===== src/fis_pkg.sv =====
// package: register map, field layout and types of the fault info / input status bank
package fis_pkg;
	localparam int FIS_ADDR_W = 6;
	localparam int FIS_HIST_DEPTH = 5;
	localparam int FIS_PSET_W = 2;
	localparam int FIS_DIN_W = 13;
	localparam int FIS_VER_W = 16;
	localparam logic [15:0] FIS_VER_MAX = 16'h270F; // 9999
	// register byte offsets
	localparam logic [FIS_ADDR_W-1:0] FIS_OFS_HIST_SEL = 6'h00;
	localparam logic [FIS_ADDR_W-1:0] FIS_OFS_HIST_DATA = 6'h04;
	localparam logic [FIS_ADDR_W-1:0] FIS_OFS_VER_SEL = 6'h08;
	localparam logic [FIS_ADDR_W-1:0] FIS_OFS_VER_DATA = 6'h0C;
	localparam logic [FIS_ADDR_W-1:0] FIS_OFS_DIN = 6'h10;
	localparam logic [FIS_ADDR_W-1:0] FIS_OFS_IRQ_STAT = 6'h14;
	localparam logic [FIS_ADDR_W-1:0] FIS_OFS_IRQ_MASK = 6'h18;
	localparam logic [FIS_ADDR_W-1:0] FIS_OFS_FAULT_CNT = 6'h1C;
	// selector fields
	localparam int FIS_SEL_IDX_LSB = 0;
	localparam int FIS_SEL_IDX_W = 3;
	localparam int FIS_SEL_CONFIRM_BIT = 8;
	// irq status bits
	localparam int FIS_IRQ_FAULT_BIT = 0;
	localparam int FIS_IRQ_DIN_BIT = 1;
	localparam int FIS_IRQ_W = 2;
	// input bitmap fields
	localparam int FIS_DIN_BASE_W = 6;
	localparam int FIS_DIN_POS_LSB = 6;
	localparam int FIS_DIN_POS_W = 6;
	localparam int FIS_DIN_ENC_BIT = 12;
	// reset values and unmapped read data
	localparam logic [2:0] FIS_SEL_RST = 3'h1;
	localparam logic [31:0] FIS_RD_UNMAPPED = 32'h0000_0000;

	typedef struct packed {
		logic read;
		logic write;
		logic [FIS_ADDR_W-1:0] address;
		logic [31:0] writedata;
	} fis_bus_req_t;

	typedef struct packed {
		logic [31:0] readdata;
		logic waitrequest;
		logic readdatavalid;
	} fis_bus_rsp_t;
endpackage


===== src/fis_bank.sv =====
// fault info / input status register bank with avalon-mm slave
`timescale 1ns/1ns
module fis_bank
	import fis_pkg::*;
#(
	parameter int HIST_DEPTH = FIS_HIST_DEPTH,
	parameter logic [15:0] VERSION_0 = 16'h0001, // arbitrary
	parameter logic [15:0] VERSION_1 = 16'h0000 // arbitrary
) (
	input wire logic clk_sys_i, // 25 MHz system clock
	input wire logic resetn_i, // async reset, active low
	input wire logic clk_en_i, // freezes all state while low
	input wire fis_bus_req_t bus_req_i, // avalon-mm request
	output fis_bus_rsp_t bus_rsp_o, // avalon-mm response
	input wire logic fault_i, // fault event pulse, same clock domain
	input wire logic [FIS_PSET_W-1:0] pset_i, // active parameter set code
	input wire logic [FIS_DIN_W-1:0] din_pins_i, // raw digital input pins
	input wire logic pos_opt_i, // positioning option fitted
	input wire logic enc_opt_i, // encoder option fitted
	output logic irq_o // level interrupt
);
	localparam logic [31:0] VER_MAX32 = {16'h0000, FIS_VER_MAX};

	// clip version to displayable range
	function automatic logic [FIS_VER_W-1:0] ver_clip(input logic [FIS_VER_W-1:0] v);
		ver_clip = (v > FIS_VER_MAX) ? FIS_VER_MAX : v;
	endfunction

	function automatic logic sel_ok(input logic [2:0] idx);
		sel_ok = (idx >= 3'h1) && (32'(idx) <= HIST_DEPTH);
	endfunction

	// pin synchronisers
	logic [FIS_DIN_W-1:0] din_s1_r, din_s2_r;
	logic [1:0] opt_s1_r, opt_s2_r;
	always_ff @(posedge clk_sys_i or negedge resetn_i) begin
		if (!resetn_i) begin
			din_s1_r <= '0;
			din_s2_r <= '0;
			opt_s1_r <= '0;
			opt_s2_r <= '0;
		end else if (clk_en_i) begin
			din_s1_r <= din_pins_i;
			din_s2_r <= din_s1_r;
			opt_s1_r <= {enc_opt_i, pos_opt_i};
			opt_s2_r <= opt_s1_r;
		end
	end

	// state
	logic [FIS_PSET_W-1:0] hist_r [HIST_DEPTH];
	logic [FIS_PSET_W-1:0] hist_nxt [HIST_DEPTH];
	logic [FIS_DIN_W-1:0] din_r, din_nxt;
	logic [2:0] hsel_r, hsel_nxt, hact_r, hact_nxt;
	logic vsel_r, vsel_nxt, vact_r, vact_nxt;
	logic [FIS_IRQ_W-1:0] stat_r, stat_nxt, mask_r, mask_nxt;
	logic [15:0] fcnt_r, fcnt_nxt;
	fis_bus_rsp_t rsp_r, rsp_nxt;
	logic irq_r, irq_nxt;
	logic busy_r, busy_nxt;

	// bitmap with unfitted option bits held low
	logic [FIS_DIN_W-1:0] din_live;
	always_comb begin
		din_live = '0;
		din_live[FIS_DIN_BASE_W-1:0] = din_s2_r[FIS_DIN_BASE_W-1:0];
		if (opt_s2_r[0]) begin
			din_live[FIS_DIN_POS_LSB +: FIS_DIN_POS_W] =
				din_s2_r[FIS_DIN_POS_LSB +: FIS_DIN_POS_W];
		end
		if (opt_s2_r[1]) begin
			din_live[FIS_DIN_ENC_BIT] = din_s2_r[FIS_DIN_ENC_BIT];
		end
	end

	logic acc, rd, wr;
	logic [31:0] rdata;
	always_comb begin
		acc = (bus_req_i.read || bus_req_i.write) && !busy_r;
		rd = acc && bus_req_i.read;
		wr = acc && bus_req_i.write;
		for (int i = 0; i < HIST_DEPTH; i++) begin
			hist_nxt[i] = hist_r[i];
		end
		din_nxt = din_live;
		hsel_nxt = hsel_r;
		hact_nxt = hact_r;
		vsel_nxt = vsel_r;
		vact_nxt = vact_r;
		mask_nxt = mask_r;
		stat_nxt = stat_r;
		fcnt_nxt = fcnt_r;
		busy_nxt = acc;
		rdata = FIS_RD_UNMAPPED;
		// fault capture and shift
		if (fault_i) begin
			for (int i = HIST_DEPTH - 1; i > 0; i--) begin
				hist_nxt[i] = hist_r[i-1];
			end
			hist_nxt[0] = pset_i;
			fcnt_nxt = fcnt_r + 16'h0001;
		end
		case (bus_req_i.address)
			FIS_OFS_HIST_SEL: rdata = {23'h00_0000, 1'b0, 5'h00, hact_r};
			FIS_OFS_HIST_DATA: rdata = {30'h0000_0000, hist_r[hact_r - 3'h1]};
			FIS_OFS_VER_SEL: rdata = {31'h0000_0000, vact_r};
			FIS_OFS_VER_DATA: rdata = vact_r ? {16'h0000, ver_clip(VERSION_1)}
				: {16'h0000, ver_clip(VERSION_0)};
			FIS_OFS_DIN: rdata = {19'h0_0000, din_r};
			FIS_OFS_IRQ_STAT: rdata = {30'h0000_0000, stat_r};
			FIS_OFS_IRQ_MASK: rdata = {30'h0000_0000, mask_r};
			FIS_OFS_FAULT_CNT: rdata = {16'h0000, fcnt_r};
			default: rdata = FIS_RD_UNMAPPED;
		endcase
		if (wr) begin
			case (bus_req_i.address)
				FIS_OFS_HIST_SEL: begin
					hsel_nxt = bus_req_i.writedata[FIS_SEL_IDX_LSB +: FIS_SEL_IDX_W];
					// selection takes effect only when confirmed and in range
					if (bus_req_i.writedata[FIS_SEL_CONFIRM_BIT]
						&& sel_ok(bus_req_i.writedata[2:0])) begin
						hact_nxt = bus_req_i.writedata[2:0];
					end
				end
				FIS_OFS_VER_SEL: begin
					vsel_nxt = bus_req_i.writedata[0];
					if (bus_req_i.writedata[FIS_SEL_CONFIRM_BIT]) begin
						vact_nxt = bus_req_i.writedata[0];
					end
				end
				FIS_OFS_IRQ_MASK: mask_nxt = bus_req_i.writedata[FIS_IRQ_W-1:0];
				default: ;
			endcase
		end
		if (rd && bus_req_i.address == FIS_OFS_IRQ_STAT) begin
			stat_nxt = '0;
		end
		// events win over the read clear
		if (fault_i) begin
			stat_nxt[FIS_IRQ_FAULT_BIT] = 1'b1;
		end
		if (din_live != din_r) begin
			stat_nxt[FIS_IRQ_DIN_BIT] = 1'b1;
		end
		rsp_nxt.waitrequest = !acc;
		rsp_nxt.readdatavalid = rd;
		rsp_nxt.readdata = rd ? rdata : rsp_r.readdata;
		irq_nxt = |(stat_nxt & mask_nxt);
	end

	always_ff @(posedge clk_sys_i or negedge resetn_i) begin
		if (!resetn_i) begin
			for (int i = 0; i < HIST_DEPTH; i++) begin
				hist_r[i] <= '0;
			end
			din_r <= '0;
			hsel_r <= FIS_SEL_RST;
			hact_r <= FIS_SEL_RST;
			vsel_r <= 1'b0;
			vact_r <= 1'b0;
			stat_r <= '0;
			mask_r <= '0;
			fcnt_r <= '0;
			rsp_r <= '{readdata: 32'h0000_0000, waitrequest: 1'b1, readdatavalid: 1'b0};
			irq_r <= 1'b0;
			busy_r <= 1'b0;
		end else if (clk_en_i) begin
			for (int i = 0; i < HIST_DEPTH; i++) begin
				hist_r[i] <= hist_nxt[i];
			end
			din_r <= din_nxt;
			hsel_r <= hsel_nxt;
			hact_r <= hact_nxt;
			vsel_r <= vsel_nxt;
			vact_r <= vact_nxt;
			stat_r <= stat_nxt;
			mask_r <= mask_nxt;
			fcnt_r <= fcnt_nxt;
			rsp_r <= rsp_nxt;
			irq_r <= irq_nxt;
			busy_r <= busy_nxt;
		end
	end

	assign bus_rsp_o = rsp_r;
	assign irq_o = irq_r;

	// assertions
	chk_hist_newest: assert property (@(posedge clk_sys_i) disable iff (!resetn_i)
		clk_en_i && fault_i |=> hist_r[0] == $past(pset_i))
		else $error("newest history entry not captured");
	chk_hist_shift: assert property (@(posedge clk_sys_i) disable iff (!resetn_i)
		clk_en_i && fault_i |=> hist_r[HIST_DEPTH-1] == $past(hist_r[HIST_DEPTH-2]))
		else $error("history not shifted");
	chk_hist_hold: assert property (@(posedge clk_sys_i) disable iff (!resetn_i)
		clk_en_i && !fault_i |=> hist_r[HIST_DEPTH-1] == $past(hist_r[HIST_DEPTH-1]))
		else $error("history changed without fault");
	chk_sel_range: assert property (@(posedge clk_sys_i) disable iff (!resetn_i)
		hact_r >= 3'h1 && 32'(hact_r) <= HIST_DEPTH)
		else $error("active history index out of range");
	chk_ver_range: assert property (@(posedge clk_sys_i) disable iff (!resetn_i)
		rsp_r.readdatavalid && $past(bus_req_i.address) == FIS_OFS_VER_DATA
		|-> rsp_r.readdata <= VER_MAX32)
		else $error("version out of range");
	chk_din_base: assert property (@(posedge clk_sys_i) disable iff (!resetn_i)
		clk_en_i && $past(clk_en_i) |=> din_r[5:0] == $past(din_s2_r[5:0]))
		else $error("base input bits wrong");
	chk_din_pos: assert property (@(posedge clk_sys_i) disable iff (!resetn_i)
		clk_en_i && !opt_s2_r[0] |=> din_r[11:6] == 6'h00)
		else $error("positioning bits set without option");
	chk_din_enc: assert property (@(posedge clk_sys_i) disable iff (!resetn_i)
		clk_en_i && !opt_s2_r[1] |=> !din_r[FIS_DIN_ENC_BIT])
		else $error("encoder bit set without option");
	chk_din_basic: assert property (@(posedge clk_sys_i) disable iff (!resetn_i)
		!opt_s2_r[0] && !opt_s2_r[1] && clk_en_i ##1 clk_en_i |-> din_r <= 13'h003F)
		else $error("basic bitmap above 3f");
	chk_irq_level: assert property (@(posedge clk_sys_i) disable iff (!resetn_i)
		irq_r == |(stat_r & mask_r))
		else $error("irq does not follow status and mask");

	// selector staging and confirm
	chk_hsel_store: assert property (@(posedge clk_sys_i) disable iff (!resetn_i)
		clk_en_i && wr && bus_req_i.address == FIS_OFS_HIST_SEL
		|=> hsel_r == $past(bus_req_i.writedata[2:0]))
		else $error("history selector not stored");

	chk_sel_unconf: assert property (@(posedge clk_sys_i) disable iff (!resetn_i)
		clk_en_i && wr && bus_req_i.address == FIS_OFS_HIST_SEL
		&& !bus_req_i.writedata[FIS_SEL_CONFIRM_BIT] |=> hact_r == $past(hact_r))
		else $error("unconfirmed selection applied");

	chk_sel_apply: assert property (@(posedge clk_sys_i) disable iff (!resetn_i)
		clk_en_i && wr && bus_req_i.address == FIS_OFS_HIST_SEL
		&& bus_req_i.writedata[FIS_SEL_CONFIRM_BIT] && bus_req_i.writedata[2:0] >= 3'h1
		&& 32'(bus_req_i.writedata[2:0]) <= HIST_DEPTH
		|=> hact_r == $past(bus_req_i.writedata[2:0]))
		else $error("confirmed selection not applied");

	chk_vsel_store: assert property (@(posedge clk_sys_i) disable iff (!resetn_i)
		clk_en_i && wr && bus_req_i.address == FIS_OFS_VER_SEL
		|=> vsel_r == $past(bus_req_i.writedata[0]))
		else $error("version selector not stored");

	chk_vact_hold: assert property (@(posedge clk_sys_i) disable iff (!resetn_i)
		clk_en_i && !(wr && bus_req_i.address == FIS_OFS_VER_SEL)
		|=> vact_r == $past(vact_r))
		else $error("version entry changed without selection");

	// bus answer timing
	chk_wait_pulse: assert property (@(posedge clk_sys_i) disable iff (!resetn_i)
		clk_en_i && !rsp_r.waitrequest |=> rsp_r.waitrequest)
		else $error("waitrequest low for more than one cycle");

	chk_wait_answer: assert property (@(posedge clk_sys_i) disable iff (!resetn_i)
		clk_en_i && (bus_req_i.read || bus_req_i.write) && !busy_r
		|=> !rsp_r.waitrequest)
		else $error("accepted access not answered");

	chk_rdv_read: assert property (@(posedge clk_sys_i) disable iff (!resetn_i)
		rsp_r.readdatavalid |-> !rsp_r.waitrequest)
		else $error("read data valid outside answer");

	// status, counter and history
	chk_fault_status: assert property (@(posedge clk_sys_i) disable iff (!resetn_i)
		clk_en_i && fault_i |=> stat_r[FIS_IRQ_FAULT_BIT])
		else $error("fault status not set");

	chk_din_status: assert property (@(posedge clk_sys_i) disable iff (!resetn_i)
		clk_en_i && din_live != din_r |=> stat_r[FIS_IRQ_DIN_BIT])
		else $error("input change status not set");

	chk_stat_clear: assert property (@(posedge clk_sys_i) disable iff (!resetn_i)
		clk_en_i && rd && bus_req_i.address == FIS_OFS_IRQ_STAT && !fault_i
		|=> !stat_r[FIS_IRQ_FAULT_BIT])
		else $error("status not cleared by read");

	chk_fcnt_step: assert property (@(posedge clk_sys_i) disable iff (!resetn_i)
		clk_en_i && fault_i |=> fcnt_r == $past(fcnt_r) + 16'h0001)
		else $error("fault counter not stepped");

	chk_hist_second: assert property (@(posedge clk_sys_i) disable iff (!resetn_i)
		clk_en_i && fault_i |=> hist_r[1] == $past(hist_r[0]))
		else $error("second history entry not shifted");

	chk_hist_read: assert property (@(posedge clk_sys_i) disable iff (!resetn_i)
		clk_en_i && $past(clk_en_i) && rsp_r.readdatavalid
		&& $past(bus_req_i.address) == FIS_OFS_HIST_DATA
		|-> rsp_r.readdata[31:FIS_PSET_W] == '0)
		else $error("history read has upper bits set");

	// option bits pass through when fitted
	chk_din_pos_on: assert property (@(posedge clk_sys_i) disable iff (!resetn_i)
		clk_en_i && opt_s2_r[0] |=> din_r[11:6] == $past(din_s2_r[11:6]))
		else $error("positioning bits not reported");

	chk_din_enc_on: assert property (@(posedge clk_sys_i) disable iff (!resetn_i)
		clk_en_i && opt_s2_r[1] |=> din_r[FIS_DIN_ENC_BIT] == $past(din_s2_r[FIS_DIN_ENC_BIT]))
		else $error("encoder bit not reported");

	// clock enable low freezes state
	chk_freeze_hist: assert property (@(posedge clk_sys_i) disable iff (!resetn_i)
		!clk_en_i |=> hist_r[0] == $past(hist_r[0]) && fcnt_r == $past(fcnt_r))
		else $error("history moved while frozen");

	chk_freeze_bus: assert property (@(posedge clk_sys_i) disable iff (!resetn_i)
		!clk_en_i |=> rsp_r == $past(rsp_r))
		else $error("bus answer moved while frozen");
endmodule


===== config.mk =====
export PLATFORM = sky130hd
export DESIGN_NAME = fis_bank
export DESIGN_NICKNAME = d
export VERILOG_FILES = /design/src/fis_pkg.sv /design/src/fis_bank.sv
export SDC_FILE = /design/constraint.sdc
export NUM_CORES = 1
export LEC_CHECK = 0
export BUFFER_PORTS_ARGS = -buffer_cell sky130_fd_sc_hd__buf_2
export CAP_MARGIN = 10
export CORE_MARGIN = 4
export CORE_UTILIZATION = 59
export DETAILED_ROUTE_END_ITERATION = 10
export PLACE_DENSITY = 0.85
export SLEW_MARGIN = 15
export SYNTH_ARGS = -nofsm -noshare
export SYNTH_HDL_FRONTEND = slang
export SYNTH_SLANG_ARGS = --single-unit

===== constraint.sdc =====
create_clock -name clk_sys_i -period 5.8 [get_ports clk_sys_i]
set_input_delay 0.58 -clock clk_sys_i [delete_from_list [all_inputs] [get_ports clk_sys_i]]
set_output_delay 0.58 -clock clk_sys_i [all_outputs]
set_load 0.03 [all_outputs]

==> flow_metrics.py <==
metrics = {
    "clocking": {
        "max-clock-path-buffers": 2,
        "ctsHoldBuffers": 0,
        "cts_post_setup_buffers_inserted": 0,
        "cts_root_buffer": "sky130_fd_sc_hd__clkbuf_8",
        "cts_buffers": 9,
        "cts.repair.resized": 0,
        "tritoncts": "built",
        "clk_pin_slew_ns": 0.10,
        "worstSkewPairLatency_ns": 0.37,
        "clkSinkCount": 97,
        "cts-htree-levels": 3,
    },
    "detailed_routing": {
        "met2RoutedLength_um": 4213,
        "drt-initial-drc-count": 317,
        "viasPerCell": 5.763,
        "dr_total_vias": 3066,
        "ant_nets": 0,
        "drt_wl_total_um": 8531,
        "route.detailed.drc": 0,
        "average_wire_per_standard_cell_um": 16.04,
        "drt-pass1-iter-count": 6,
        "highest_metal_used": "met4",
        "met3WireLength_um": 386,
        "met1_length_um": 3732,
    },
    "timing": {
        "timing.max_slew.rel_slack": 0.3307,
        "finalHoldViolations": 0,
        "worst_hold_slack_ns": 0.09375,
        "grt_setup_unrepaired": "false",
        "fmax_mhz": 337.1,
        "final.min_clock_period_ns": 2.967,
        "timing_worst_slew_pin_value_ns": 0.9956,
        "setup_tns_ns": 0,
        "final.setup_skew_ns": 0.007724,
        "finalSetupViolations": 0,
        "timing.final.crit_share": 0.5115,
        "final_max_slew_viol_count": 0,
    },
    "global_route": {
        "antenna_violations_before_repair": 0,
        "pin_count_of_the_biggest_net_entering_global_routing": 74,
        "grt_first_pass_wirelength_um": 14400,
        "number_of_global_route_vias_before_repair": 3011,
        "combined_global_route_utilization_of_all_metal_layers": 0.2038,
        "grt_overflow": 0,
    },
    "yosys": {
        "synth-edff-count": 0,
        "synth.top_cell.area_share": 0.5257,
        "synth-seq-cells": 97,
        "mean_post_synth_cell_area_um2": 11.84,
        "synthesis.yosys.warnings": 0,
        "yosys_most_used_dff": "sky130_fd_sc_hd__dfrtp_1",
        "synth_sequential_area_ratio": 0.5374,
        "post_synth_num_cell_types": 54,
        "synthesis.area_um2": 4522,
        "syn-instance-count": 382,
        "share_of_async_settable_or_async_resettable_flops_after_synthesis": 1.000,
        "post_synth_main_area_contributors": "sky130_fd_sc_hd__dfrtp_1 (53%), sky130_fd_sc_hd__mux2_2 (14%), sky130_fd_sc_hd__xnor2_1 (3.5%), sky130_fd_sc_hd__buf_4 (2.7%), sky130_fd_sc_hd__nand2_1 (2.3%)",
        "synth.largest_area_cell": "sky130_fd_sc_hd__dfrtp_1",
    },
    "pwr": {
        "static-leakage-power_uw": 0.002300,
        "power_density_normalized_to_cell_area_nw_per_um2": 308.5,
        "peak_supply_drop_uv": 208.7,
    },
    "die": {
        "die-height_um": 95.55,
        "die-area_um2": 9129,
        "rows": 31,
        "core_area_um2": 7370,
        "top_level_i_o_count": 96,
        "chipWidth_um": 95.55,
        "start_util": 0.6136,
    },
    "place": {
        "dpl.cell_count": 516,
        "place_congestion": 0.8293,
        "place.port_buffers": 51,
        "place.detailed.hpwl_um": 5938,
    },
    "layout": {
        "instances_no_fill": 532,
        "layout-drive-gt1-share": 0.3164,
        "nets": 491,
        "fin_util": 0.6740,
        "antenna_cells": 0,
        "syn2layout_area_growth_pct": 9.850,
    },
    "critical_path": {
        "critPathCaptureType": "flip-flop",
        "critPathLaunchType": "primary input",
        "crit_fanout": 56,
        "worstPathRequired_ns": 6.10,
        "arrival_ns": 3.27,
        "ff2ff_path_depth": 5,
        "criticalPathCategory": "in -> reg",
    },
    "flow_run": {
        "maxCapViolations": 0,
    },
    "run_status": {
        "outcome": "complete, no violations",
    },
    "worst_hold_path": {
        "worstHoldPathType": "in -> async",
    },
}
[cell usage after synthesis, drive strengths merged, types with 7 or more instances]
| cell | instances |
|---|---|
| a222oi | 10 |
| buf | 21 |
| clkbuf | 12 |
| dfrtp | 95 |
| inv | 24 |
| mux2 | 57 |
| nand2 | 28 |
| nand3 | 11 |
| nor2 | 11 |
| o21ai | 20 |
| xnor2 | 18 |
| xor2 | 7 |
[critical path, cell delays in order]
cell	delay, ns
sky130_fd_sc_hd__buf_2	0.07
sky130_fd_sc_hd__buf_4	0.48
sky130_fd_sc_hd__nor2b_1	0.30
sky130_fd_sc_hd__nand2_1	0.51
sky130_fd_sc_hd__nor4_2	1.00
sky130_fd_sc_hd__a222oi_1	0.21
sky130_fd_sc_hd__inv_1	0.10
[cell families after synthesis]
logic type               share of synthesized area
other                                    0.0008293
adder cells (fa/ha/maj)                   0.005533
AND/OR/NAND/NOR                             0.1043
AO/OA/AOI/OAI                              0.08744
buffers and inverters                      0.06447
flip-flops                                  0.5374
multiplexers                                0.1516
XOR/XNOR                                   0.04842
[through the flow]
| step | cell area, µm² | setup WS (ns) | power, µW |
|---|---|---|---|
| after floorplan | 4578 | 3.487 | 1050 |
| after global placement | 4773 | 2.393 | 1108 |
| after detailed placement | 4773 | 2.330 | 1128 |
| after CTS | 4959 | 2.644 | 1542 |
| after global routing | 4967 | 2.614 | 1609 |
| final | 4967 | 2.833 | 1533 |
[layout by cell type (no fill, tap or decap), drive strengths merged, types with 5 or more instances in the layout]
cell type / count
dfrtp: 95
mux2: 57
buf: 53
nand2: 28
inv: 28
o21ai: 20
xnor2: 18
conb: 16
nand3: 11
nor2: 11
a222oi: 10
clkbuf: 9
xor2: 7
a31oi: 5
nand4: 5
nor4: 5
[per-layer routing]
| layer | vias to the layer above | global-route usage |
|---|---|---|
| li1 | 1435 | - |
| met1 | 1516 | 0.2753 |
| met2 | 94 | 0.3243 |
| met3 | 21 | 0.02999 |
| met4 | 0 | 0.09834 |
| met5 | - | 0 |
[state kept, by name, summed over array words and instances, names as in the netlist, 3 cells and up]
register and flops:
din_s1_r 13, hact_r 3, din_r 13, hist_r 10, din_s2_r 13, bus_rsp_o 18, fcnt_r 16
[where the power goes]
| group | switching [µW] | total [µW] | internal (µW) | leakage [µW] |
|---|---|---|---|---|
| logic | 130 | 257 | 127 | 0.00100 |
| clock network | 250 | 414 | 164 | 0.0000888 |
| registers | 92.0 | 862 | 770 | 0.00121 |
[cell type report]
| class | instances | area [µm²] |
|---|---|---|
| multi-input combinational | 243 | 1866 |
| timing repair buffer | 53 | 272.8 |
| sequential | 97 | 2430 |
| inverter | 24 | 90.09 |
| clock buffer | 9 | 123.9 |
| tap | 99 | 123.9 |
| fill | 543 | 2402 |
| clock inverter | 7 | 61.31 |
[worst paths after layout]
| kind | startpoint | end | slack [ns] |
|---|---|---|---|
| hold / removal | resetn_i | stat_r[0] | 0.09 |
| hold reg to reg | fcnt_r[15] | fcnt_r[15] | 0.49 |
| setup / recovery | clk_en_i | bus_rsp_o[13] | 2.83 |
| min in group clk_sys_i | pset_i[0] | hist_r[8] | 0.43 |
| setup reg to reg | busy_r | bus_rsp_o[13] | 3.25 |
| max in group asynchronous | resetn_i | bus_rsp_o[6] | 4.51 |
No activity file was read; power rests on OpenSTA's default activity.
